===== config.mk =====
export PLATFORM = sky130hd
export DESIGN_NAME = ufl_uart
export DESIGN_NICKNAME = d
export VERILOG_FILES = /design/src/rtl/ufl_pkg.sv /design/src/rtl/ufl_uart.sv
export SDC_FILE = /design/constraint.sdc
export NUM_CORES = 2
export LEC_CHECK = 0
export BUFFER_PORTS_ARGS = -buffer_cell sky130_fd_sc_hd__buf_2
export CAP_MARGIN = 25
export CORE_AREA = 10 10 561 563
export CTS_BUF_LIST = sky130_fd_sc_hd__clkbuf_4
export DETAILED_ROUTE_END_ITERATION = 8
export DIE_AREA = 0 0 571 573
export PLACE_DENSITY = 0.45
export SLEW_MARGIN = 40
export SYNTH_ARGS = -nofsm -noshare
export SYNTH_HDL_FRONTEND = slang
export SYNTH_SLANG_ARGS = --single-unit

===== constraint.sdc =====
create_clock -name clk_sys_i -period 15.4 [get_ports clk_sys_i]
set_input_delay 2.31 -clock clk_sys_i [delete_from_list [all_inputs] [get_ports clk_sys_i]]
set_output_delay 2.31 -clock clk_sys_i [all_outputs]
set_load 0.02 [all_outputs]

===== src/rtl/ufl_pkg.sv =====
// Constants for the UART holding, FIFO control and loopback block.
// Assumes a byte-wide host register port on the system clock.
package ufl_pkg;
	// Standard page offsets, reachable while line_control is not the key.
	localparam logic [2:0] A_DATA = 3'h0;
	localparam logic [2:0] A_IER = 3'h1;
	localparam logic [2:0] A_FCR = 3'h2;
	localparam logic [2:0] A_LCR = 3'h3;
	localparam logic [2:0] A_MCR = 3'h4;
	localparam logic [2:0] A_LSR = 3'h5;
	localparam logic [2:0] A_MSR = 3'h6;
	// Enhanced page offsets, reachable while line_control holds the key.
	localparam logic [2:0] A_TTS = 3'h1;
	localparam logic [2:0] A_EFR = 3'h2;
	localparam logic [2:0] A_RXTL = 3'h4;
	localparam logic [2:0] A_TXTL = 3'h5;
	localparam logic [7:0] LCR_KEY = 8'hbf;
	localparam int LCR_DIVISOR_LATCH_ACCESS = 7;
	localparam int EFR_ENH = 4;
	localparam int FCR_EN = 0;
	localparam int FCR_RXRST = 1;
	localparam int FCR_TXRST = 2;
	localparam int FCR_DMA = 3;
	localparam int MCR_LOOP = 4;
	localparam int IER_SLEEP = 4;
	localparam logic [7:0] IER_RST = 8'h00;
	localparam logic [7:0] LCR_RST = 8'h00;
	localparam logic [7:0] MCR_RST = 8'h00;
	localparam logic [7:0] EFR_RST = 8'h00;
	localparam logic [1:0] SEL_RST = 2'h0;
	localparam logic [7:0] TL_RST = 8'h01;
	// Trigger tables, code 00 in the low byte.
	localparam logic [31:0] TX_TAB0 = {4{8'h01}};
	localparam logic [31:0] TX_TAB1 = {8'h1e, 8'h18, 8'h08, 8'h10};
	localparam logic [31:0] TX_TAB2 = {8'h38, 8'h20, 8'h10, 8'h08};
	localparam logic [31:0] RX_TAB0 = {8'h0e, 8'h08, 8'h04, 8'h01};
	localparam logic [31:0] RX_TAB1 = {8'h1c, 8'h18, 8'h10, 8'h08};
	localparam logic [31:0] RX_TAB2 = {8'h3c, 8'h38, 8'h10, 8'h08};
	localparam int CHAR_BITS = 10;
	localparam int TIMEOUT_CHARS = 4;
endpackage


===== src/rtl/ufl_uart.sv =====
// UART channel: holding paths into FIFOs, interrupt enables, FIFO
// control, DMA request pins and internal loopback, 8N1 framing.
// Assumes the host port is synchronous to clk_sys_i; serial and modem
// pins are asynchronous and are synchronised here.
// Function
// Loopback ties transmitter to receiver, pins detached
// Loopback: CTS from DTR, DSR from RTS
// Loopback: RI and CD from general outputs
// Write offset zero loads transmit path
// Host never writes while transmit space low
// Read offset zero returns oldest byte
// Standard registers hidden while key loaded
// Enable bit0: receive data interrupt
// Enable bit1: transmit level interrupt
// Enable bit2: receive error interrupt
// Enable bit3: modem change interrupt
// Upper enables and triggers need enhanced bit
// Sleep only when idle; wake on activity
// Enable bit5: Xoff received interrupt
// Enable bits6,7: RTS, CTS rising interrupt
// FIFO control bit0 enables both FIFOs
// Flush bits empty FIFOs and self-clear
// DMA mode 0 request pin levels
// DMA mode 1 request pin levels
// Transmit trigger tables 00 and 01
// Transmit trigger table 10, programmable 11
// Receive trigger table 00, 1 after reset
// Receive interrupt at trigger, keep filling
// Receive trigger tables 01, 10, 11
// Receive time-out after four idle characters
// Divisor latch access hides data, enables
`timescale 1ns/1ps

module ufl_fifo #(
	parameter int WIDTH = 8,
	parameter int DEPTH = 128,
	localparam int CW = $clog2(DEPTH) + 1
) (
	input wire logic clk_i,
	input wire logic rst_n_i,
	input wire logic flush_i,
	input wire logic in_valid_i,
	output logic in_ready_o,
	input wire logic [WIDTH-1:0] in_data_i,
	output logic out_valid_o,
	input wire logic out_ready_i,
	output logic [WIDTH-1:0] out_data_o,
	output logic [CW-1:0] count_o
);
	// DEPTH must be a power of two so the pointers wrap on their own.
	logic [WIDTH-1:0] mem [DEPTH];
	logic [CW-2:0] wp_q, rp_q;
	logic [CW-1:0] cnt_q;
	logic push, pop;

	assign in_ready_o = cnt_q != CW'(DEPTH);
	assign out_valid_o = cnt_q != '0;
	assign out_data_o = mem[rp_q];
	assign count_o = cnt_q;
	assign push = in_valid_i && in_ready_o;
	assign pop = out_valid_o && out_ready_i;

	always_ff @(posedge clk_i) begin
		if (push) begin
			mem[wp_q] <= in_data_i;
		end
	end

	always_ff @(posedge clk_i or negedge rst_n_i) begin
		if (!rst_n_i) begin
			wp_q <= '0;
			rp_q <= '0;
			cnt_q <= '0;
		end else if (flush_i) begin
			wp_q <= '0;
			rp_q <= '0;
			cnt_q <= '0;
		end else begin
			wp_q <= wp_q + (CW-1)'(push);
			rp_q <= rp_q + (CW-1)'(pop);
			cnt_q <= cnt_q + CW'(push) - CW'(pop);
		end
	end
endmodule

module ufl_uart #(
	parameter int DEPTH = 128,
	parameter int BIT_CYCLES = 16,
	parameter logic [7:0] XOFF_CHAR = 8'h13
) (
	input wire logic clk_sys_i,
	input wire logic arst_n_i,
	input wire logic wr_en_i,
	input wire logic rd_en_i,
	input wire logic [2:0] addr_i,
	input wire logic [7:0] wdata_i,
	output logic [7:0] rdata_o,
	input wire logic rx_i,
	output logic tx_o,
	input wire logic cts_n_i,
	input wire logic dsr_n_i,
	input wire logic ri_n_i,
	input wire logic cd_n_i,
	output logic rts_n_o,
	output logic dtr_n_o,
	output logic irq_o,
	output logic tx_dma_request_n_o,
	output logic rx_dma_request_n_o,
	output logic sleep_o
);
	localparam int CW = $clog2(DEPTH) + 1;
	localparam int TOUT_CYCLES =
		ufl_pkg::TIMEOUT_CHARS * ufl_pkg::CHAR_BITS * BIT_CYCLES;
	typedef enum logic [1:0] {RX_IDLE, RX_START, RX_DATA, RX_STOP} ufl_rx_t;

	logic [1:0] rst_s_q;
	logic rst_n;
	logic [4:0] pin_m_q, pin_s_q;
	logic [7:0] ier_q, lcr_q, mcr_q, efr_q, rxtl_q, txtl_q;
	logic fifo_en_q, dma_q, rx_flush_q, tx_flush_q;
	logic [1:0] txsel_q, rxsel_q, tts_q;
	logic enh_page, divisor_latch_access, enh, loop;
	logic wr_thr, rd_rhr, wr_ier, wr_fcr, rd_lsr, rd_msr, rd_isr;
	logic tx_in_rdy, tx_vld, tx_take, rx_in_rdy, rx_vld;
	logic tx_space, rx_space, rx_push;
	logic [7:0] tx_data, rx_data, tx_trig, rx_trig, rd_d;
	logic [CW-1:0] tx_cnt, rx_cnt;
	logic tx_busy_q, tx_ser_q;
	logic [8:0] tx_sh_q;
	logic [3:0] tx_bit_q, rx_bit_q;
	logic [15:0] tx_div_q, rx_div_q, tout_cnt_q;
	ufl_rx_t rx_st_q;
	logic [7:0] rx_sh_q;
	logic rx_done_q, rx_ferr_q, rx_line;
	logic ovr_q, fe_q, brk_q, xoff_q, rts_ev_q, cts_ev_q, tout_q;
	logic [3:0] modem, modem_q, mdelta_q;
	logic cts_pin_q, rts_pin_q, rxdma_q, pend;
	logic rx_lvl, tx_lvl;

	function automatic logic [7:0] trig_level(input logic [1:0] tab,
		input logic [1:0] code, input logic rx, input logic [7:0] prog);
		logic [31:0] row;
		row = '0;
		unique case (tab)
			2'h0: row = rx ? ufl_pkg::RX_TAB0 : ufl_pkg::TX_TAB0;
			2'h1: row = rx ? ufl_pkg::RX_TAB1 : ufl_pkg::TX_TAB1;
			2'h2: row = rx ? ufl_pkg::RX_TAB2 : ufl_pkg::TX_TAB2;
			2'h3: row = {4{prog}};
		endcase
		trig_level = row[{code, 3'h0} +: 8];
	endfunction

	always_ff @(posedge clk_sys_i or negedge arst_n_i) begin
		if (!arst_n_i) begin
			rst_s_q <= 2'h0;
		end else begin
			rst_s_q <= {rst_s_q[0], 1'b1};
		end
	end
	assign rst_n = rst_s_q[1];

	// Pin order: cd, ri, dsr, cts, rx; idle level is high on all.
	always_ff @(posedge clk_sys_i or negedge rst_n) begin
		if (!rst_n) begin
			pin_m_q <= 5'h1f;
			pin_s_q <= 5'h1f;
		end else begin
			pin_m_q <= {cd_n_i, ri_n_i, dsr_n_i, cts_n_i, rx_i};
			pin_s_q <= pin_m_q;
		end
	end

	assign enh_page = lcr_q == ufl_pkg::LCR_KEY;
	assign divisor_latch_access = lcr_q[ufl_pkg::LCR_DIVISOR_LATCH_ACCESS];
	assign enh = efr_q[ufl_pkg::EFR_ENH];
	assign loop = mcr_q[ufl_pkg::MCR_LOOP];
	assign wr_thr = wr_en_i && addr_i == ufl_pkg::A_DATA && !enh_page && !divisor_latch_access;
	assign rd_rhr = rd_en_i && addr_i == ufl_pkg::A_DATA && !enh_page && !divisor_latch_access;
	assign wr_ier = wr_en_i && addr_i == ufl_pkg::A_IER && !enh_page && !divisor_latch_access;
	assign wr_fcr = wr_en_i && addr_i == ufl_pkg::A_FCR && !enh_page;
	assign rd_isr = rd_en_i && addr_i == ufl_pkg::A_FCR && !enh_page;
	assign rd_lsr = rd_en_i && addr_i == ufl_pkg::A_LSR && !enh_page;
	assign rd_msr = rd_en_i && addr_i == ufl_pkg::A_MSR && !enh_page;

	always_ff @(posedge clk_sys_i or negedge rst_n) begin
		if (!rst_n) begin
			ier_q <= ufl_pkg::IER_RST;
		end else if (wr_ier) begin
			ier_q <= enh ? wdata_i : {ier_q[7:4], wdata_i[3:0]};
		end
	end

	// A write with the enable bit low only disables; other bits are kept.
	always_ff @(posedge clk_sys_i or negedge rst_n) begin
		if (!rst_n) begin
			fifo_en_q <= 1'b0;
			dma_q <= 1'b0;
			txsel_q <= ufl_pkg::SEL_RST;
			rxsel_q <= ufl_pkg::SEL_RST;
		end else if (wr_fcr) begin
			fifo_en_q <= wdata_i[ufl_pkg::FCR_EN];
			if (wdata_i[ufl_pkg::FCR_EN]) begin
				dma_q <= wdata_i[ufl_pkg::FCR_DMA];
				if (enh) begin
					txsel_q <= wdata_i[5:4];
					rxsel_q <= wdata_i[7:6];
				end
			end
		end
	end

	// Flush requests last one cycle, which is all the FIFO needs.
	always_ff @(posedge clk_sys_i or negedge rst_n) begin
		if (!rst_n) begin
			rx_flush_q <= 1'b0;
			tx_flush_q <= 1'b0;
		end else begin
			rx_flush_q <= wr_fcr && wdata_i[ufl_pkg::FCR_EN] &&
				wdata_i[ufl_pkg::FCR_RXRST];
			tx_flush_q <= wr_fcr && wdata_i[ufl_pkg::FCR_EN] &&
				wdata_i[ufl_pkg::FCR_TXRST];
		end
	end

	always_ff @(posedge clk_sys_i or negedge rst_n) begin
		if (!rst_n) begin
			lcr_q <= ufl_pkg::LCR_RST;
			mcr_q <= ufl_pkg::MCR_RST;
			efr_q <= ufl_pkg::EFR_RST;
			tts_q <= ufl_pkg::SEL_RST;
			rxtl_q <= ufl_pkg::TL_RST;
			txtl_q <= ufl_pkg::TL_RST;
		end else if (wr_en_i) begin
			if (addr_i == ufl_pkg::A_LCR) begin
				lcr_q <= wdata_i;
			end else if (!enh_page && addr_i == ufl_pkg::A_MCR) begin
				mcr_q <= enh ? wdata_i : {mcr_q[7:5], wdata_i[4:0]};
			end else if (enh_page && addr_i == ufl_pkg::A_EFR) begin
				efr_q <= wdata_i;
			end else if (enh_page && addr_i == ufl_pkg::A_TTS) begin
				tts_q <= wdata_i[5:4];
			end else if (enh_page && addr_i == ufl_pkg::A_RXTL) begin
				rxtl_q <= wdata_i;
			end else if (enh_page && addr_i == ufl_pkg::A_TXTL) begin
				txtl_q <= wdata_i;
			end
		end
	end

	assign tx_trig = trig_level(tts_q, txsel_q, 1'b0, txtl_q);
	assign rx_trig = trig_level(tts_q, rxsel_q, 1'b1, rxtl_q);

	// Without FIFOs each path behaves as a single holding register.
	assign tx_space = fifo_en_q ? tx_in_rdy : tx_cnt == '0;
	assign rx_space = fifo_en_q ? rx_in_rdy : rx_cnt == '0;
	assign rx_push = rx_done_q && rx_space;
	assign tx_take = !tx_busy_q;

	ufl_fifo #(.WIDTH(8), .DEPTH(DEPTH)) u_tx_fifo (
		.clk_i(clk_sys_i),
		.rst_n_i(rst_n),
		.flush_i(tx_flush_q),
		.in_valid_i(wr_thr && tx_space),
		.in_ready_o(tx_in_rdy),
		.in_data_i(wdata_i),
		.out_valid_o(tx_vld),
		.out_ready_i(tx_take),
		.out_data_o(tx_data),
		.count_o(tx_cnt)
	);

	ufl_fifo #(.WIDTH(8), .DEPTH(DEPTH)) u_rx_fifo (
		.clk_i(clk_sys_i),
		.rst_n_i(rst_n),
		.flush_i(rx_flush_q),
		.in_valid_i(rx_push),
		.in_ready_o(rx_in_rdy),
		.in_data_i(rx_sh_q),
		.out_valid_o(rx_vld),
		.out_ready_i(rd_rhr),
		.out_data_o(rx_data),
		.count_o(rx_cnt)
	);

	// Transmitter: start, eight data bits LSB first, one stop bit.
	always_ff @(posedge clk_sys_i or negedge rst_n) begin
		if (!rst_n) begin
			tx_busy_q <= 1'b0;
			tx_ser_q <= 1'b1;
			tx_sh_q <= '1;
			tx_bit_q <= '0;
			tx_div_q <= '0;
		end else if (!tx_busy_q) begin
			if (tx_vld) begin
				tx_busy_q <= 1'b1;
				tx_ser_q <= 1'b0;
				tx_sh_q <= {1'b1, tx_data};
				tx_bit_q <= '0;
				tx_div_q <= '0;
			end
		end else if (tx_div_q == 16'(BIT_CYCLES - 1)) begin
			tx_div_q <= '0;
			if (tx_bit_q == 4'(ufl_pkg::CHAR_BITS - 1)) begin
				tx_busy_q <= 1'b0;
			end else begin
				tx_ser_q <= tx_sh_q[0];
				tx_sh_q <= {1'b1, tx_sh_q[8:1]};
				tx_bit_q <= tx_bit_q + 4'h1;
			end
		end else begin
			tx_div_q <= tx_div_q + 16'h1;
		end
	end

	assign rx_line = loop ? tx_ser_q : pin_s_q[0];

	always_ff @(posedge clk_sys_i or negedge rst_n) begin
		if (!rst_n) begin
			rx_st_q <= RX_IDLE;
			rx_sh_q <= '0;
			rx_bit_q <= '0;
			rx_div_q <= '0;
			rx_done_q <= 1'b0;
			rx_ferr_q <= 1'b0;
		end else begin
			rx_done_q <= 1'b0;
			rx_div_q <= rx_div_q + 16'h1;
			unique case (rx_st_q)
				RX_IDLE: begin
					rx_div_q <= '0;
					if (!rx_line) begin
						rx_st_q <= RX_START;
					end
				end
				RX_START: begin
					if (rx_div_q == 16'(BIT_CYCLES / 2)) begin
						rx_div_q <= '0;
						rx_bit_q <= '0;
						rx_st_q <= rx_line ? RX_IDLE : RX_DATA;
					end
				end
				RX_DATA: begin
					if (rx_div_q == 16'(BIT_CYCLES - 1)) begin
						rx_div_q <= '0;
						rx_sh_q <= {rx_line, rx_sh_q[7:1]};
						rx_bit_q <= rx_bit_q + 4'h1;
						if (rx_bit_q == 4'h7) begin
							rx_st_q <= RX_STOP;
						end
					end
				end
				RX_STOP: begin
					if (rx_div_q == 16'(BIT_CYCLES - 1)) begin
						rx_done_q <= 1'b1;
						rx_ferr_q <= !rx_line;
						rx_st_q <= RX_IDLE;
					end
				end
			endcase
		end
	end

	// Internal modem inputs, active high: cd, ri, dsr, cts.
	assign modem = loop ? mcr_q[3:0] : ~pin_s_q[4:1];

	// Sticky flags: a set in the same cycle as the clearing read wins.
	always_ff @(posedge clk_sys_i or negedge rst_n) begin
		if (!rst_n) begin
			ovr_q <= 1'b0;
			fe_q <= 1'b0;
			brk_q <= 1'b0;
		end else begin
			ovr_q <= (rx_done_q && !rx_space) || (ovr_q && !rd_lsr);
			fe_q <= (rx_done_q && rx_ferr_q) || (fe_q && !rd_lsr);
			brk_q <= (rx_done_q && rx_ferr_q && rx_sh_q == '0) ||
				(brk_q && !rd_lsr);
		end
	end

	always_ff @(posedge clk_sys_i or negedge rst_n) begin
		if (!rst_n) begin
			xoff_q <= 1'b0;
		end else begin
			xoff_q <= (rx_done_q && !rx_ferr_q && rx_sh_q == XOFF_CHAR) ||
				(xoff_q && !rd_isr);
		end
	end

	always_ff @(posedge clk_sys_i or negedge rst_n) begin
		if (!rst_n) begin
			modem_q <= '0;
			mdelta_q <= '0;
			cts_pin_q <= 1'b1;
			rts_pin_q <= 1'b1;
			rts_ev_q <= 1'b0;
			cts_ev_q <= 1'b0;
		end else begin
			modem_q <= modem;
			mdelta_q <= (modem ^ modem_q) | (mdelta_q & {4{!rd_msr}});
			cts_pin_q <= pin_s_q[1];
			rts_pin_q <= rts_n_o;
			rts_ev_q <= (rts_n_o && !rts_pin_q) || (rts_ev_q && !rd_msr);
			cts_ev_q <= (pin_s_q[1] && !cts_pin_q) ||
				(cts_ev_q && !rd_msr);
		end
	end

	// Idle time-out: any push or pop restarts the character-time count.
	always_ff @(posedge clk_sys_i or negedge rst_n) begin
		if (!rst_n) begin
			tout_cnt_q <= '0;
			tout_q <= 1'b0;
		end else if (rx_cnt == '0 || rx_push || rd_rhr) begin
			tout_cnt_q <= '0;
			tout_q <= 1'b0;
		end else if (tout_cnt_q == 16'(TOUT_CYCLES - 1)) begin
			tout_q <= tout_q || rx_cnt < CW'(rx_trig);
		end else begin
			tout_cnt_q <= tout_cnt_q + 16'h1;
		end
	end

	assign rx_lvl = fifo_en_q ? (rx_cnt >= CW'(rx_trig) || tout_q) :
		rx_cnt != '0;
	assign tx_lvl = fifo_en_q ? tx_cnt < CW'(tx_trig) : tx_cnt == '0;
	assign pend = (ier_q[0] && rx_lvl) || (ier_q[1] && tx_lvl) ||
		(ier_q[2] && (ovr_q || fe_q || brk_q)) ||
		(ier_q[3] && mdelta_q != '0) || (ier_q[5] && xoff_q) ||
		(ier_q[6] && rts_ev_q) || (ier_q[7] && cts_ev_q);

	always_ff @(posedge clk_sys_i or negedge rst_n) begin
		if (!rst_n) begin
			irq_o <= 1'b0;
			sleep_o <= 1'b0;
		end else begin
			irq_o <= pend;
			if (wr_thr || !rx_line || modem != modem_q) begin
				sleep_o <= 1'b0;
			end else if (ier_q[ufl_pkg::IER_SLEEP] && !pend &&
				rx_st_q == RX_IDLE && !tx_busy_q && tx_cnt == '0) begin
				sleep_o <= 1'b1;
			end
		end
	end

	always_ff @(posedge clk_sys_i or negedge rst_n) begin
		if (!rst_n) begin
			tx_o <= 1'b1;
			rts_n_o <= 1'b1;
			dtr_n_o <= 1'b1;
			tx_dma_request_n_o <= 1'b0;
			rx_dma_request_n_o <= 1'b1;
			rxdma_q <= 1'b1;
		end else begin
			tx_o <= loop || tx_ser_q;
			rts_n_o <= loop || !mcr_q[1];
			dtr_n_o <= loop || !mcr_q[0];
			if (rx_cnt == '0) begin
				rxdma_q <= 1'b1;
			end else if (rx_cnt >= CW'(rx_trig) || tout_q) begin
				rxdma_q <= 1'b0;
			end
			if (dma_q && fifo_en_q) begin
				tx_dma_request_n_o <= !tx_in_rdy;
				rx_dma_request_n_o <= rxdma_q;
			end else begin
				tx_dma_request_n_o <= tx_cnt != '0;
				rx_dma_request_n_o <= rx_cnt == '0;
			end
		end
	end

	always_comb begin
		rd_d = 8'h00;
		if (enh_page) begin
			unique case (addr_i)
				ufl_pkg::A_TTS: rd_d = {2'h0, tts_q, 4'h0};
				ufl_pkg::A_EFR: rd_d = efr_q;
				ufl_pkg::A_LCR: rd_d = lcr_q;
				ufl_pkg::A_RXTL: rd_d = rxtl_q;
				ufl_pkg::A_TXTL: rd_d = txtl_q;
				default: rd_d = 8'h00;
			endcase
		end else begin
			unique case (addr_i)
				ufl_pkg::A_DATA: rd_d = divisor_latch_access ? 8'h00 : rx_data;
				ufl_pkg::A_IER: rd_d = divisor_latch_access ? 8'h00 :
					{ier_q[7:4] & {4{enh}}, ier_q[3:0]};
				ufl_pkg::A_FCR: rd_d = {{2{fifo_en_q}}, 5'h00, !pend};
				ufl_pkg::A_LCR: rd_d = lcr_q;
				ufl_pkg::A_MCR: rd_d = mcr_q;
				ufl_pkg::A_LSR: rd_d = {ovr_q || fe_q || brk_q,
					tx_cnt == '0 && !tx_busy_q, tx_space, brk_q, fe_q,
					1'b0, ovr_q, rx_vld};
				ufl_pkg::A_MSR: rd_d = {modem, mdelta_q};
				default: rd_d = 8'h00;
			endcase
		end
	end

	always_ff @(posedge clk_sys_i or negedge rst_n) begin
		if (!rst_n) begin
			rdata_o <= 8'h00;
		end else if (rd_en_i) begin
			rdata_o <= rd_d;
		end
	end
endmodule


* After elaboration in Yosys (flattened, before gate mapping)
Memory sizes are Yosys's and may differ from the RTL's. Index checks and enable logic that the tools add are counted.
Word-level totals: bits in registers 226, bits in writable memories 2048, word-level logic and storage cells 308, memories kept 2
Memory list:
- u_rx_fifo.mem | depth 128, width 8, read ports 1, clocked after memory_dff 0, write ports 1, RTL line ufl_uart.sv:51 | logic [WIDTH-1:0] mem [DEPTH];
- u_tx_fifo.mem | depth 128, width 8, read ports 1, clocked after memory_dff 0, write ports 1, RTL line ufl_uart.sv:51
Operators by class: add/sub/neg operators 13, $lt $le $gt $ge 3, equal/unequal tests 31, shift-type cells 2, mux-type cells 67, bitwise gates (word level) 10, reductions and logical operators 124
Operator list (number):
- $pmux W32 S4 | 2
- $mux W16 | 7
- $shiftx A32 B6 Y8 | 2
- $logic_and A1 B1 Y1 | 57
- $pmux W8 S7 | 1
- $add A16 B1 Y16 const B | 3
- $eq A16 B4 Y1 const B | 3
- $pmux W16 S3 | 1
- $mux W8 | 5
- $pmux W8 S5 | 1
- $mux W9 | 4
- $add A7 B1 Y7 | 4
- $mux W4 | 7
- $mux W7 | 4
- $mux W1 | 27
- $logic_not A8 Y1 | 3
- $logic_or A1 B1 Y1 | 23
- $add A8 B1 Y8 | 2
- $eq A16 B10 Y1 const B | 1
- $lt A8 B8 Y1 | 2
- $ne A8 B8 Y1 const B | 2
- $reduce_bool A8 Y1 | 2
- $sub A8 B1 Y8 | 2
- $logic_not A1 Y1 | 15
- other kinds (32) | 70

* Depth between registers and ports, before layout
depth in word-level cells 20, depth in mapped cells 17, mapped depth without buffers 16

* Modules after synthesis
From an unflattened synthesis, not the netlist that was laid out.
Unflattened totals: cells, all modules 5124, area total of the unflattened synthesis 91251.3 um2
Modules (own cells, without submodules):
- ufl_fifo at u_tx_fifo | instances 1, cells each 2248, area an instance 41298.4 um2, seq. area each 31300.0 um2
- ufl_fifo at u_rx_fifo | instances 1, cells each 2011, area an instance 40881.7 um2, seq. area each 31300.0 um2
- ufl_uart | instances 1, cells each 865, area an instance 9071.2 um2, seq. area each 4564.4 um2

* Least setup slack after synthesis
No wires, ideal clock.
path kind input port to flip-flop, start point input addr_i[2], end point register u_rx_fifo.cnt_q[6] (netlist: u_rx_fifo.count_o[6]), setup time 0.132 ns, arrival 4.911 ns, required time 15.268 ns, slack 10.357 ns, cell stages on the path 15, path buffers 1, cells stage by stage buf_1 nor4_2 nand2_1 a21oi_1 ha_1 inv_1 ha_1 fa_1 a21oi_1 o21bai_1 a21oi_1 nor2_1 nor2_1 xor2_1 nor2_1
On the way: word-level cells in the longest chain between the ends 7
RTL lines:
- from (decl) | RTL line ufl_uart.sv:95 | input wire logic [2:0] addr_i,
- $logic_not A3 Y1 | RTL line ufl_uart.sv:178 | assign rd_rhr = rd_en_i && addr_i == ufl_pkg::A_DATA && !enh_page && !divisor_latch_access;
- $logic_and A1 B1 Y1 (3 in series) | RTL line ufl_uart.sv:178
- $logic_and A1 B1 Y1 | RTL line ufl_uart.sv:61 | assign pop = out_valid_o && out_ready_i;
- $sub A8 B1 Y8 | RTL line ufl_uart.sv:81 | cnt_q <= cnt_q + CW'(push) - CW'(pop);
- $mux W8 | RTL line ufl_uart.sv:74 | end else if (flush_i) begin
- to (signal assigned) | RTL line ufl_uart.sv:81
- to (decl) | RTL line ufl_uart.sv:53 | logic [CW-1:0] cnt_q;
No other way between the ends. A chain may end at the register's enable or synchronous reset.

* Worst setup path in the final report
start point register u_rx_fifo.rp_q[0], end point register rdata_o[2]
On the way: word-level cells in the longest chain between the ends 4
RTL lines:
- from (decl) | RTL line ufl_uart.sv:52 | logic [CW-2:0] wp_q, rp_q;
- from (signal assigned) | RTL line ufl_uart.sv:80 | rp_q <= rp_q + (CW-1)'(pop);
- $mem_v2 Z128 W8
- $mux W8 | RTL line ufl_uart.sv:486 | ufl_pkg::A_DATA: rd_d = divisor_latch_access ? 8'h00 : rx_data;
- $pmux W8 S7 | RTL line ufl_uart.sv:485 | unique case (addr_i)
- $mux W8 | RTL line ufl_uart.sv:475 | if (enh_page) begin
- to (signal assigned) | RTL line ufl_uart.sv:505 | rdata_o <= rd_d;
- to (decl) | RTL line ufl_uart.sv:97 | output logic [7:0] rdata_o,
No other way between the ends.

==> impl_metrics.toml <==
[routing]
wl_mm = 259
drtIter0Drc = 3676
post_drt_wl_per_cell_um = 26.9
vias = 48000
dr.pass1.iters = 6
drc = 0
vias_per_cell = 4.98
drtAntennaViolNets = 0

[global_routing]
busiest_layer = "met2"
use_met3 = 0.0305
grt_pass1_wl_mm = 372
grtUsageTotal = 0.154
grt_overflow = 0
grt_pass1_vias = 50800
met1_usage = 0.201
antenna_found_initial = 9
grt_max_degree = 130
met2_usage = 0.258

[worst_setup_path]
cp.buffers_inverters = 4
endpoint_kind = "flop"
critPathKind = "flop to flop"
path_max_fanout = 30
reg2reg_to = "rdata_o[2]"
worst_path_max_delay_cell = "dfrtp_4"
max_stage_delay_ns = 0.65
cp.arrival_ns = 6.37
path_cells = "buf_4, buf_4, buf_4, buf_4, mux4_2, a22o_1, a221oi_1, o221ai_1, a21oi_1, o31ai_1"
crit_family = "buffers and inverters"
regToRegSetupSlack_ns = 10.18
crit_top_cell = "buf_4"
critPathLaunchType = "flop"
reg2reg_from = "u_rx_fifo.rp_q[0]"
worstPathRequired_ns = 16.55
reg2reg_depth = 10

[clocking]
cts.clk_slew.worst_paths_ns = 0.08
cts_hold_buf = 0
cts_resized = 0
cts_buffer_depth = 4
cts_setup_buffers = 0
cts_buffers = 609
insertion_delay_ns = 1.29
cts_root_buffer = "clkbuf_4"
cts_tree = "built"
clock_sinks = 2273
cts.htree.levels = 6

[logic_synthesis]
synth_ff_type = "edfxtp_1"
syn_inst = 4704
ys_ff_latch = 2273
synthTopCellsByCount = "edfxtp_1 (2048), mux4_2 (514), nor2_1 (389)"
ys_types = 79
synth.cell_area_um2 = 90500
async_reset_ff_frac = 0.0990
yosys-top-cells-area = "edfxtp_1 (68%), mux4_2 (13%), dfrtp_1 (5.4%)"
syn_avg_cell_area_um2 = 19.2
syn-num-nets = 4780
ys_seq_area_frac = 0.742
yosysMostFrequentCell = "edfxtp_1"
yosysTopAreaCell = "edfxtp_1"
yosys_warnings = 0
synth_edf_count = 2048
synth.top_cell.area_share = 0.679

[timing]
finalCriticalPeriod_ns = 5.22
slew_viol_final = 0
worst_pin_slew_ns = 0.952
fmax_ghz = 0.192
clock_skew_ns = 0.117
setup_tns_ns = 0
slew-limit-headroom = 0.361
grt_setup_unrepaired = "false"
period_share = 0.339
finalSetupViolCount = 0
finalHoldViolCount = 0

[min_path]
holdCritPathClass = "flop to asynchronous set/reset pin"

[die]
io_pins = 35
die_w_um = 571
rows = 202
die_area_um2 = 327000
start_util = 0.299
core_um2 = 303000
die_y_um = 573

[place]
placed_area_um2 = 95800
io_buffers = 34
place_congestion = 0.850
dp_hpwl_mm = 159

[cells_and_area]
area_growth_pct = 14.7
nets = 5297
stdcell_area_um2 = 104000
n_fill_cell = 28800
drive_gt1_frac = 0.335

[pwr]
leakage_uw = 0.0352
power.density_nw_per_um2 = 138
irDropWorstVdd_mv = 0.131

[run]
maxCapViolations = 0

[status]
status = "finished, final reports clean"
[metal layers]
metal | up-vias | routed length [um]
met3 | 445 | 13000
met2 | 1549 | 129000
met5 | - | 79
li1 | 20600 | -
met4 | 12 | 7330
met1 | 25400 | 110000
[sequential cells by signal, indices dropped and copies added, names as in the netlist, 8 cells and up, named ones only]
name and cells:
efr_q 8, ier_q 8, lcr_q 8, mcr_q 8, rdata_o 8, rx_div_q 16, rx_sh_q 8, rxtl_q 8
tout_cnt_q 16, tx_div_q 16, tx_sh_q 8, txtl_q 8, u_rx_fifo.count_o 8, u_rx_fifo.mem 1024, u_tx_fifo.count_o 8, u_tx_fifo.mem 1024
[layout make-up]
cell class / instances / area (um2) / area share
Antenna cell: 6 / 15.0 / 0.000145
Tap cell: 3978 / 4980 / 0.0479
Clock buffer: 895 / 6720 / 0.0647
Multi-Input combinational cell: 2151 / 22300 / 0.215
Inverter: 39 / 146 / 0.00141
Clock inverter: 146 / 1080 / 0.0104
Sequential cell: 2273 / 67200 / 0.647
Timing Repair Buffer: 147 / 1330 / 0.0128
[metrics by stage]
step | total power, uW | hold WS [ns] | cells | setup WS (ns) | utilization
floorplan | 8390 | 0.331 | 4704 | 8.71 | -
global placement | 9000 | 0.336 | 8573 | 9.23 | 0.315
finish | 14300 | 0.128 | 9635 | 10.18 | 0.343
CTS | 14500 | 0.136 | 9622 | 10.07 | 0.342
detailed placement | 9000 | 0.141 | 8581 | 9.14 | 0.317
global route | 15000 | 0.145 | 9633 | 9.87 | 0.343
[worst reg2reg max path, delay by kind of cell, from the launching register on]
kind | cells | cell delay, ns
buffers and inverters | 4 | 2.32
AO/OA/AOI/OAI | 5 | 1.54
multiplexers | 1 | 0.59
flip-flops | 1 | 0.65
[logic make-up after synthesis]
logic type | after synthesis | share of synthesized area
AO/OA/AOI/OAI | 456 | 0.0345
XOR/XNOR | 63 | 0.00610
adder cells (fa/ha/maj) | 57 | 0.00802
buffers and inverters | 280 | 0.0156
flip-flops | 2273 | 0.742
multiplexers | 702 | 0.150
other | 1 | 0.0000414
AND/OR/NAND/NOR | 872 | 0.0439
[cell usage in the layout (no fill, tap or decap), drive strengths merged, types with 7 or more instances in the layout]
master and count:
nor4 15, edfxtp 2048, ha 54, mux4 514
nor2 389, a22oi 136, buf 147, xnor2 26
nor2b 43, bufinv 17, a2111oi 10, o31ai 9
a31oi 18, a22o 14, o221ai 9, nand3b 7
o211ai 9, clkinv 111, nand2b 20, and2 14
and3 16, o22ai 18, a211oi 18, o21ai 83
inv 51, xor2 37, nor3 35, nand3 68
clkbuf 895, dfstp 28, a311oi 7, mux2i 111
mux2 77, or3 11, a21oi 69, nand2 191
dfrtp 197, nand4 31
[worst max-delay path by stage]
stage               slack, ns  cells after the start               from                          to
CTS                     10.07                     10  u_rx_fifo.rp_q[0]                  rdata_o[0]
detailed placement       9.14                      6          addr_i[1]       u_tx_fifo.mem[110][5]
finish                  10.18                     10  u_rx_fifo.rp_q[0]                  rdata_o[2]
global placement         9.23                      6          addr_i[1]       u_tx_fifo.mem[110][4]
global route             9.87                     10  u_rx_fifo.rp_q[0]                  rdata_o[2]
floorplan                8.71                      0         rst_s_q[1]  asynchronous set/reset pin
[report_power, final]
group	switching [uW]	internal (uW)
clock	2510	2940
sequential	119	6790
combinational	1140	793
total	3760	10500
No activity file was read; power rests on OpenSTA's default activity.
